**config.mk**
```make
export PLATFORM = sky130hd
export DESIGN_NAME = pci_term_cfg
export DESIGN_NICKNAME = d
export VERILOG_FILES = /design/src/pci_term_pkg.sv /design/src/pci_term_cfg.sv
export SDC_FILE = /design/constraint.sdc
export NUM_CORES = 1
export LEC_CHECK = 0
export BUFFER_PORTS_ARGS = -buffer_cell sky130_fd_sc_hd__buf_4
export CAP_MARGIN = 20
export CORE_MARGIN = 4
export CORE_UTILIZATION = 52
export CTS_CLUSTER_SIZE = 14
export DETAILED_ROUTE_END_ITERATION = 10
export GPL_TIMING_DRIVEN = 0
export PLACE_DENSITY_LB_ADDON = 0.3
export SLEW_MARGIN = 40
export SYNTH_ARGS = -nofsm -noshare
export SYNTH_HDL_FRONTEND = slang
export SYNTH_SLANG_ARGS = --single-unit
```
**constraint.sdc**
```tcl
create_clock -name mclk_i -period 2.3 [get_ports mclk_i]
set_clock_uncertainty 0.05 [all_clocks]
set_input_delay 0 -clock mclk_i [delete_from_list [all_inputs] [get_ports mclk_i]]
set_output_delay 0 -clock mclk_i [all_outputs]
set_load 0.1 [all_outputs]
```
**src/pci_term_pkg.sv**
```systemverilog
package pci_term_pkg;

    // Configuration word offsets (byte addresses)
    localparam logic [7:0] OFS_IDENT = 8'h00;
    localparam logic [7:0] OFS_CMD_STAT = 8'h04;

    // Bus commands seen on the command/byte-enable lines
    localparam logic [3:0] CMD_MEM_RD = 4'h6;
    localparam logic [3:0] CMD_MEM_WR = 4'h7;
    localparam logic [3:0] CMD_CFG_RD = 4'ha;
    localparam logic [3:0] CMD_CFG_WR = 4'hb;

    // Command half field positions
    localparam int unsigned BIT_MEM_EN = 1;
    localparam int unsigned BIT_MST_EN = 2;
    localparam int unsigned BIT_PAR_EN = 6;
    localparam int unsigned BIT_SERR_EN = 8;

    // Status half field positions
    localparam int unsigned BIT_FBB_TGT = 23;
    localparam int unsigned BIT_PAR_RPT = 24;
    localparam int unsigned BIT_DTS0 = 25;
    localparam int unsigned BIT_TARGET_ABORT_SIGNALLED_SIG = 27;
    localparam int unsigned BIT_TARGET_ABORT_SIGNALLED_MST = 28;
    localparam int unsigned BIT_MABT = 29;
    localparam int unsigned BIT_SERR_RPT = 30;
    localparam int unsigned BIT_PAR_DET = 31;

    // Reset value of every writable bit
    localparam logic [31:0] CMD_STAT_RST = 32'h0000_0000;

    // Idle clocks before a master retries after a disconnect
    localparam logic [1:0] RETRY_WAIT_NODATA = 2'h1;
    localparam logic [1:0] RETRY_WAIT_DATA = 2'h2;

    // Byte enable patterns (active low) the local bus can carry
    localparam logic [3:0] BE_ALL = 4'h0;
    localparam logic [3:0] BE_NONE = 4'hf;
    localparam logic [3:0] BE_LOW_HALF = 4'hc;
    localparam logic [3:0] BE_HIGH_HALF = 4'h3;

    // Target sequencer states
    typedef enum logic [2:0] {
        ST_IDLE = 3'b000,
        ST_SKIP = 3'b001,
        ST_WAIT = 3'b010,
        ST_CLAIM = 3'b011,
        ST_XFER = 3'b100,
        ST_STOP = 3'b101,
        ST_TURN = 3'b110
    } tgt_state_e;

    // One memory-space access handed to the user side
    typedef struct packed {
        logic write;
        logic local_bus;
        logic [31:0] addr;
        logic [31:0] wdata;
        logic [3:0] byte_en_n;
    } mem_req_s;

    // Target control outputs, all active low, plus their shared enable
    typedef struct packed {
        logic devsel_n;
        logic trdy_n;
        logic stop_n;
        logic drive;
    } tgt_ctl_s;

endpackage

```
**src/pci_term_cfg.sv**
```systemverilog
`timescale 1ns/1ps
`default_nettype none
// Overview of operation
// - Stop released once initiator drops frame
// - Burst to target disconnects after first data
// - Master retries after one or two clocks
// - Target abort: stop asserted as devsel drops
// - Abort only unsupported local-bus byte enables
// - Target-abort-signalled flag conflicts; reads zero
// - Master seeing target abort sets flag
// - No master fast back-to-back; target accepts both
// - Identification word fixed, read-only
// - Zero command half: only configuration accesses
// - Status bits clear on one, never set
// - Memory enable gates memory accesses; reset clear
// - Master enable gates bus mastering; reset clear
// - Parity response enable gates parity action
// - System error enable gates system-error pin
// - Fixed command bits read zero, ignore writes
// - Master target-abort flag sticky at bit 28
module pci_term_cfg #(
    parameter logic [15:0] VENDOR_CODE = 16'h1a2b, // Arbitrary value
    parameter logic [15:0] DEVICE_CODE = 16'h5c6d, // Arbitrary value
    parameter logic [31:0] REG_BASE = 32'h0000_0000,
    parameter logic [31:0] REG_MASK = 32'hffff_f000,
    parameter logic [31:0] LB_BASE = 32'h0010_0000,
    parameter logic [31:0] LB_MASK = 32'hfff0_0000
) (
    // Clock and reset
    input wire logic mclk_i,
    input wire logic arst_n_i,
    // Bus address/data, two-way
    input wire logic [31:0] bus_ad_i,
    output logic [31:0] bus_ad_o,
    output logic bus_ad_oe_o,
    // Bus control inputs
    input wire logic [3:0] bus_cmd_byte_en_n_i,
    input wire logic bus_frame_n_i,
    input wire logic bus_initiator_ready_n_i,
    input wire logic bus_idsel_i,
    // Target control, sustained three-state
    output logic bus_devsel_n_o,
    output logic bus_target_ready_n_o,
    output logic bus_stop_n_o,
    output logic bus_tgt_ctl_oe_o,
    // System error, open drain
    output logic bus_system_error_n_o,
    output logic bus_system_error_oe_o,
    // Events from the master engine and the parity checker
    input wire logic mst_active_i,
    input wire logic mst_target_abort_i,
    input wire logic mst_master_abort_i,
    input wire logic mst_disconnect_i,
    input wire logic mst_disc_with_data_i,
    input wire logic bus_grant_n_i,
    input wire logic parity_err_i,
    input wire logic sys_err_req_i,
    // Master engine control
    output logic mst_allowed_o,
    output logic mst_retry_o,
    output logic parity_act_o,
    // Memory-space user side
    output pci_term_pkg::mem_req_s mem_req_o,
    output logic mem_req_valid_o,
    input wire logic [31:0] mem_rdata_i
);

    // Sequencer state and registered target controls
    pci_term_pkg::tgt_state_e st, next_st;
    pci_term_pkg::tgt_ctl_s ctl, next_ctl;
    logic [31:0] addr, next_addr; // Captured address
    logic [3:0] cmd, next_cmd; // Captured bus command
    logic is_cfg, next_is_cfg; // Access is a configuration cycle
    logic is_lb, next_is_lb; // Access targets the local bus
    logic [31:0] rdata, next_rdata; // Read data driven onto the bus
    logic ad_oe, next_ad_oe; // Read data drive enable
    logic req_v, next_req_v; // One-cycle memory request pulse
    pci_term_pkg::mem_req_s req, next_req;

    // Command and status state
    logic [31:0] cs, next_cs;
    logic serr_drv, next_serr_drv;
    logic par_act, next_par_act;
    logic [1:0] rwait, next_rwait; // Retry wait countdown
    logic rpend, next_rpend; // Retry waiting on countdown
    logic retry, next_retry;

    // Combinational decode helpers
    logic cmd_all_zero;
    logic mem_en;
    logic cfg_hit;
    logic reg_hit;
    logic lb_hit;
    logic mem_cmd; // Memory read or write command on the bus
    logic xfer_done;
    logic is_write;
    logic [31:0] cfg_rd;
    logic [31:0] be_mask;

    // Local bus takes full word, either half, single byte or no byte
    function automatic logic lb_be_ok(input logic [3:0] be_n);
        lb_be_ok = (be_n == pci_term_pkg::BE_ALL) ||
                   (be_n == pci_term_pkg::BE_NONE) ||
                   (be_n == pci_term_pkg::BE_LOW_HALF) ||
                   (be_n == pci_term_pkg::BE_HIGH_HALF) ||
                   ($countones(~be_n) == 1);
    endfunction

    // Address phase decode, also used right after a transfer
    always_comb begin
        cmd_all_zero = (cs[15:0] == 16'h0000);
        mem_en = cs[pci_term_pkg::BIT_MEM_EN] && !cmd_all_zero;
        cfg_hit = bus_idsel_i &&
                  (bus_cmd_byte_en_n_i == pci_term_pkg::CMD_CFG_RD ||
                   bus_cmd_byte_en_n_i == pci_term_pkg::CMD_CFG_WR);
        mem_cmd = bus_cmd_byte_en_n_i == pci_term_pkg::CMD_MEM_RD ||
                  bus_cmd_byte_en_n_i == pci_term_pkg::CMD_MEM_WR;
        reg_hit = mem_en && mem_cmd &&
                  ((bus_ad_i & REG_MASK) == REG_BASE);
        lb_hit = mem_en && mem_cmd && ((bus_ad_i & LB_MASK) == LB_BASE);
        xfer_done = !bus_initiator_ready_n_i && !ctl.trdy_n;
        is_write = (cmd == pci_term_pkg::CMD_CFG_WR) ||
                   (cmd == pci_term_pkg::CMD_MEM_WR);
        be_mask = {{8{!bus_cmd_byte_en_n_i[3]}}, {8{!bus_cmd_byte_en_n_i[2]}},
                   {8{!bus_cmd_byte_en_n_i[1]}}, {8{!bus_cmd_byte_en_n_i[0]}}};
    end

    // Configuration read mux; unmapped words read zero
    always_comb begin
        cfg_rd = 32'h0000_0000;
        if (addr[7:0] == pci_term_pkg::OFS_IDENT) begin
            cfg_rd = {DEVICE_CODE, VENDOR_CODE};
        end else if (addr[7:0] == pci_term_pkg::OFS_CMD_STAT) begin
            cfg_rd = cs;
        end
    end

    // Target sequencer: next state and next outputs
    always_comb begin
        next_st = st;
        next_ctl = ctl;
        next_addr = addr;
        next_cmd = cmd;
        next_is_cfg = is_cfg;
        next_is_lb = is_lb;
        next_rdata = rdata;
        next_ad_oe = ad_oe;
        next_req_v = 1'b0;
        next_req = req;
        case (st)
            pci_term_pkg::ST_IDLE, pci_term_pkg::ST_TURN: begin
                // Release the controls, drop the enable a cycle later
                next_ctl = '{devsel_n: 1'b1, trdy_n: 1'b1, stop_n: 1'b1,
                             drive: 1'b0};
                next_ad_oe = 1'b0;
                next_st = pci_term_pkg::ST_IDLE;
                // TURN decodes too, so a new address phase right
                // after our last data phase is not missed
                if (!bus_frame_n_i) begin
                    next_addr = bus_ad_i;
                    next_cmd = bus_cmd_byte_en_n_i;
                    next_is_cfg = cfg_hit;
                    next_is_lb = lb_hit && !reg_hit;
                    if (cfg_hit || reg_hit || lb_hit) begin
                        next_st = pci_term_pkg::ST_WAIT;
                    end else begin
                        next_st = pci_term_pkg::ST_SKIP;
                    end
                end
            end
            pci_term_pkg::ST_SKIP: begin
                // Not ours: wait for the initiator's last data phase
                if (bus_frame_n_i) begin
                    next_st = pci_term_pkg::ST_IDLE;
                end
            end
            pci_term_pkg::ST_WAIT: begin
                // Medium decode timing: claim one clock later
                next_ctl = '{devsel_n: 1'b0, trdy_n: 1'b1, stop_n: 1'b1,
                             drive: 1'b1};
                next_st = pci_term_pkg::ST_CLAIM;
            end
            pci_term_pkg::ST_CLAIM: begin
                // Byte enables are stable once the initiator is ready
                if (!bus_initiator_ready_n_i) begin
                    if (is_lb && !lb_be_ok(bus_cmd_byte_en_n_i)) begin
                        next_ctl = '{devsel_n: 1'b1, trdy_n: 1'b1,
                                     stop_n: 1'b0, drive: 1'b1};
                        next_st = pci_term_pkg::ST_STOP;
                    end else begin
                        // Burst still running: stop rides with data
                        next_ctl = '{devsel_n: 1'b0, trdy_n: 1'b0,
                                     stop_n: bus_frame_n_i,
                                     drive: 1'b1};
                        next_rdata = is_cfg ? cfg_rd : mem_rdata_i;
                        next_ad_oe = !is_write;
                        next_st = pci_term_pkg::ST_XFER;
                    end
                end
            end
            pci_term_pkg::ST_XFER: begin
                if (xfer_done) begin
                    next_ad_oe = 1'b0;
                    if (!is_cfg) begin
                        next_req_v = 1'b1;
                        next_req = '{write: is_write, local_bus: is_lb,
                                     addr: addr, wdata: bus_ad_i,
                                     byte_en_n: bus_cmd_byte_en_n_i};
                    end
                    if (bus_frame_n_i) begin
                        next_ctl = '{devsel_n: 1'b1, trdy_n: 1'b1,
                                     stop_n: 1'b1, drive: 1'b1};
                        next_st = pci_term_pkg::ST_TURN;
                    end else begin
                        // Only one data phase accepted per transaction
                        next_ctl = '{devsel_n: 1'b0, trdy_n: 1'b1,
                                     stop_n: 1'b0, drive: 1'b1};
                        next_st = pci_term_pkg::ST_STOP;
                    end
                end
            end
            pci_term_pkg::ST_STOP: begin
                // Hold stop until frame goes away, then release
                if (bus_frame_n_i) begin
                    next_ctl = '{devsel_n: 1'b1, trdy_n: 1'b1, stop_n: 1'b1,
                                 drive: 1'b1};
                    next_st = pci_term_pkg::ST_TURN;
                end
            end
            default: begin
                next_st = pci_term_pkg::ST_IDLE;
            end
        endcase
    end

    // Target sequencer registers
    always_ff @(posedge mclk_i or negedge arst_n_i) begin
        if (!arst_n_i) begin
            st <= pci_term_pkg::ST_IDLE;
            ctl <= '{devsel_n: 1'b1, trdy_n: 1'b1, stop_n: 1'b1,
                     drive: 1'b0};
            addr <= 32'h0000_0000;
            cmd <= 4'h0;
            is_cfg <= 1'b0;
            is_lb <= 1'b0;
            rdata <= 32'h0000_0000;
            ad_oe <= 1'b0;
            req_v <= 1'b0;
            req <= '0;
        end else begin
            st <= next_st;
            ctl <= next_ctl;
            addr <= next_addr;
            cmd <= next_cmd;
            is_cfg <= next_is_cfg;
            is_lb <= next_is_lb;
            rdata <= next_rdata;
            ad_oe <= next_ad_oe;
            req_v <= next_req_v;
            req <= next_req;
        end
    end

    // Command/status, error pins and master retry timing
    always_comb begin
        next_cs = cs;
        // Software writes land on the completed config data phase
        if (st == pci_term_pkg::ST_XFER && xfer_done && is_cfg &&
            cmd == pci_term_pkg::CMD_CFG_WR &&
            addr[7:0] == pci_term_pkg::OFS_CMD_STAT) begin
            // Command half; read-only bits are forced back to zero below
            next_cs[15:0] = (cs[15:0] & ~be_mask[15:0]) |
                            (bus_ad_i[15:0] & be_mask[15:0]);
            // Writing one clears a status bit, zero leaves it
            next_cs[31:24] = cs[31:24] & ~(bus_ad_i[31:24] & be_mask[31:24]);
        end
        // Hardware events set afterwards, so a set wins over a clear
        if (mst_active_i && mst_target_abort_i) begin
            next_cs[pci_term_pkg::BIT_TARGET_ABORT_SIGNALLED_MST] = 1'b1;
        end
        if (mst_active_i && mst_master_abort_i) begin
            next_cs[pci_term_pkg::BIT_MABT] = 1'b1;
        end
        if (mst_active_i && parity_err_i && cs[pci_term_pkg::BIT_PAR_EN]) begin
            next_cs[pci_term_pkg::BIT_PAR_RPT] = 1'b1;
        end
        if (parity_err_i) begin
            next_cs[pci_term_pkg::BIT_PAR_DET] = 1'b1;
        end
        if (sys_err_req_i) begin
            next_cs[pci_term_pkg::BIT_SERR_RPT] = 1'b1;
        end
        // Fixed fields, never writable
        next_cs[0] = 1'b0;
        next_cs[5:3] = 3'h0;
        next_cs[7] = 1'b0;
        next_cs[23:9] = 15'h0000;
        next_cs[pci_term_pkg::BIT_FBB_TGT] = 1'b1;
        next_cs[pci_term_pkg::BIT_DTS0 + 1:pci_term_pkg::BIT_DTS0] = 2'h1;
        // Never issued as a target abort report; see hand-over
        next_cs[pci_term_pkg::BIT_TARGET_ABORT_SIGNALLED_SIG] = 1'b0;

        // Error pin drives low only while enabled
        next_serr_drv = sys_err_req_i && cs[pci_term_pkg::BIT_SERR_EN];
        next_par_act = parity_err_i && cs[pci_term_pkg::BIT_PAR_EN];

        // Retry countdown after a master-side disconnect
        next_rwait = rwait;
        next_rpend = rpend;
        next_retry = 1'b0;
        if (mst_disconnect_i) begin
            next_rpend = 1'b1;
            next_rwait = mst_disc_with_data_i ? pci_term_pkg::RETRY_WAIT_DATA
                                              : pci_term_pkg::RETRY_WAIT_NODATA;
        end else if (rpend) begin
            if (rwait > 2'h1) begin
                next_rwait = rwait - 2'h1;
            end else begin
                // Retry only if the grant survived the wait
                next_rpend = 1'b0;
                next_rwait = 2'h0;
                next_retry = !bus_grant_n_i &&
                             cs[pci_term_pkg::BIT_MST_EN];
            end
        end
    end

    // Command/status registers
    always_ff @(posedge mclk_i or negedge arst_n_i) begin
        if (!arst_n_i) begin
            cs <= pci_term_pkg::CMD_STAT_RST;
            serr_drv <= 1'b0;
            par_act <= 1'b0;
            rwait <= 2'h0;
            rpend <= 1'b0;
            retry <= 1'b0;
        end else begin
            cs <= next_cs;
            serr_drv <= next_serr_drv;
            par_act <= next_par_act;
            rwait <= next_rwait;
            rpend <= next_rpend;
            retry <= next_retry;
        end
    end

    // Pin and user outputs
    assign bus_ad_o = rdata;
    assign bus_ad_oe_o = ad_oe;
    assign bus_devsel_n_o = ctl.devsel_n;
    assign bus_target_ready_n_o = ctl.trdy_n;
    assign bus_stop_n_o = ctl.stop_n;
    assign bus_tgt_ctl_oe_o = ctl.drive;
    assign bus_system_error_n_o = 1'b0;
    assign bus_system_error_oe_o = serr_drv;
    // Master has no fast back-to-back path; enable gates it entirely
    assign mst_allowed_o = cs[pci_term_pkg::BIT_MST_EN];
    assign mst_retry_o = retry;
    assign parity_act_o = par_act;
    assign mem_req_o = req;
    assign mem_req_valid_o = req_v;

endmodule // pci_term_cfg
`default_nettype wire

```
==> run summary <==
CP cell instances - dlygate4sd3_1 > buf_4 > inv_1 > ha_1 > ha_1 > nand2b_1 > o221ai_4 > nor2b_4 > clkbuf_4 > buf_2 > a21oi_1
Post-Synth Adder-Cell Area - 1.214%
DRC violations left - 0
Skew-Pair Late Insertion Delay - 0.42 ns
Synth Area in XOR/XNOR - 0.2576%
# fillers - 733
Antenna Nets Post-Route - 0
simple-gate area share of the yosys netlist - 8.151%
Post-Syn Area - 6800 um2
Avg Vias per Cell - 5.565
Mapped Cells - 525
Top Ports - 194
net count after synthesis - 612
CTS H-Tree Depth - 4
EDFF count, synth - 0
Synth Area in Compound Gates - 8.592%
period utilisation layout - 96.21%
TNS Setup - 0 ns
clk sinks - 165
clk root buf - clkbuf_16
TritonCTS clock tree - yes
DP HPWL - 13070 um
Worst path max stage delay - 0.54 ns
dominant cell type by area after synthesis - dfrtp_1
wirelength, routed - 20440 um
CTS buffer count - 17
Die Footprint - 14970 um2
die span in x - 122.4 um
cell row count - 41
Max Cap Violations - 0
outcome - finished clean
register area - 4133 um2
Setup CP Type - in -> reg
slew margin rel. - 64.65%
Finish-stage setup viols - 0
CP startpoint - bus_cmd_byte_en_n_i[2]
crit-path max FO - 10
largest family of logic cells by synthesized area - multiplexers
CP arrival - 2.45 ns
Synth top area share - 59.61%
Peak Freq - 451.9 MHz
Final Cell Area - 9952 um2
synthesized area per cell - 12.95 um2
top cells by area, synth - dfrtp_1, mux2_2, a21oi_1, nor2_1, o21ai_0
final hold vios - 0
clock transition at the registers of the reported paths - 0.06 ns
DR iter-0 viols - 450
Synth cell types - 56
Slowest cell on crit path - dlygate4sd3_1
area of the multi-input gates - 2485 um2
P&R area growth vs syn - 46.35%
placer's final routability congestion estimate - 0.9223
via count - 5598
drt wl/cell - 20.31 um
residual overflow from global routing - 0
YS warnings - 0
fin util - 78.23%
Initial Util - 53.45%
drt first pass iters - 7
Post-Place Setup Slack - -0.4246 ns
Reg2Reg Launch Point - st[2]
# nets final - 907
synthesized flop and latch total - 165
first-pass GRT wire length - 31920 um
total global-route track usage - 28.09%
cell mode on critical path - ha_1
clock buffer depth - 2
count leader, synth - dfrtp_1
Hold Crit Class - in -> async
min cycle time layout - 2.213 ns
Async SR Flop Fraction - 100.0%
initial antenna violation count - 0
most frequent cells after synthesis - dfrtp_1, mux2_2, a21oi_1
CP required - 2.54 ns
layout cells sized above 1 - 44.06%
post-synthesis sequential area ratio - 60.77%
dpl cell area - 8519 um2
die height - 122.4 um
worst setup margin - 0.08719 ns
vias in the first global route - 5982
max-slew violations - 0
CORE AREA - 12720 um2
top_reg_cell synth - dfrtp_1
worst slew pin tran - 0.5302 ns
mux cell area share after synthesis - 17.85%
PortBufs - 192
Crit. End Element - flip-flop
largest net degree at the start of global routing - 68
startpoint types - input pin
r2r setup slk - 0.20 ns
## routing by layer
metal | global-route usage [%] | part of all wire [%]
met5 | 0 | 0
met3 | 7.880 | 7.6
met1 | 32.54 | 37
met2 | 48.02 | 51
met4 | 13.79 | 4.1
## worst max-delay path, delay by kind of cell
| kind | cells | cell delay [ns] |
|---|---|---|
| compound gates | 2 | 0.36 |
| fa+ha+maj | 2 | 0.46 |
| buf+inv | 5 | 1.22 |
| simple gates | 2 | 0.40 |
## worst paths after layout
kind,cells past startpoint,endpoint
max reg2reg,6,mem_req_o[5]
min,2,mem_req_o[56]
max,11,bus_ad_o[18]
min reg2reg,1,cs[30]
min in group mclk_i,5,is_lb
max in group asynchronous,4,addr[1]
## state kept, by name (all words and copies together), names as in the netlist, 2 cells and up, named ones only
register,count
addr,32
bus_ad_o,32
cmd,4
cs,6
mem_req_o,70
rwait,2
st,3
## what timing repair did
item | in CTS | in global routing
hold buffers | 81 | 0
endpoints found under the setup margin | 1 | 31
resized for setup | 1 | 8
buffers inserted | 0 | 1
endpoints found under the hold margin | 242 | 0
## area by class of cell
type | instances | share of cell area (%)
timing repair buffer | 276 | 23.33
tap | 172 | 2.162
multi-input combinational | 312 | 24.97
buffer | 27 | 1.358
antenna | 1 | 0.02514
clock buffer | 24 | 4.840
clock inverter | 8 | 0.9932
sequential | 165 | 41.53
inverter | 21 | 0.7921
## metrics by stage
stage                     cells  hold slack (ns)
final                      1006          0.08301
after global routing       1005          0.09969
after CTS                  1004          0.04994
after detailed placement    891         -0.06024
after global placement      889           0.1105
after floorplan             525          -0.3456
## cell usage in the layout (no fill, tap or decap), types with 4 or more instances in the layout
cell	Yosys	layout
a21o_1	4	4
a21oi_1	47	47
a22oi_1	8	8
buf_2	18	16
buf_4	1	194
clkbuf_1	6	9
clkbuf_16	0	17
dfrtp_1	162	162
dlygate4sd3_1	0	81
ha_1	5	5
inv_1	21	21
mux2_2	102	102
nand2_1	20	20
nand2b_1	4	4
nand3_1	9	9
nor2_1	30	29
nor4_1	7	7
o211ai_1	4	4
o21ai_0	20	20
## cells by family (layout without fill, tap and decap cells)
kind of cell             after synthesis  in the layout
AO/OA/AOI/OAI                         99             99
XOR/XNOR                               2              2
adder cells (fa/ha/maj)                6              6
buffers and inverters                 48            356
flip-flops                           165            165
multiplexers                         107            107
other                                  2              3
AND/OR/NAND/NOR                       96             96
Power is left out: the tool's default activity adds up to more than one toggle a clock period on the data nets, which glitch-free logic cannot reach.
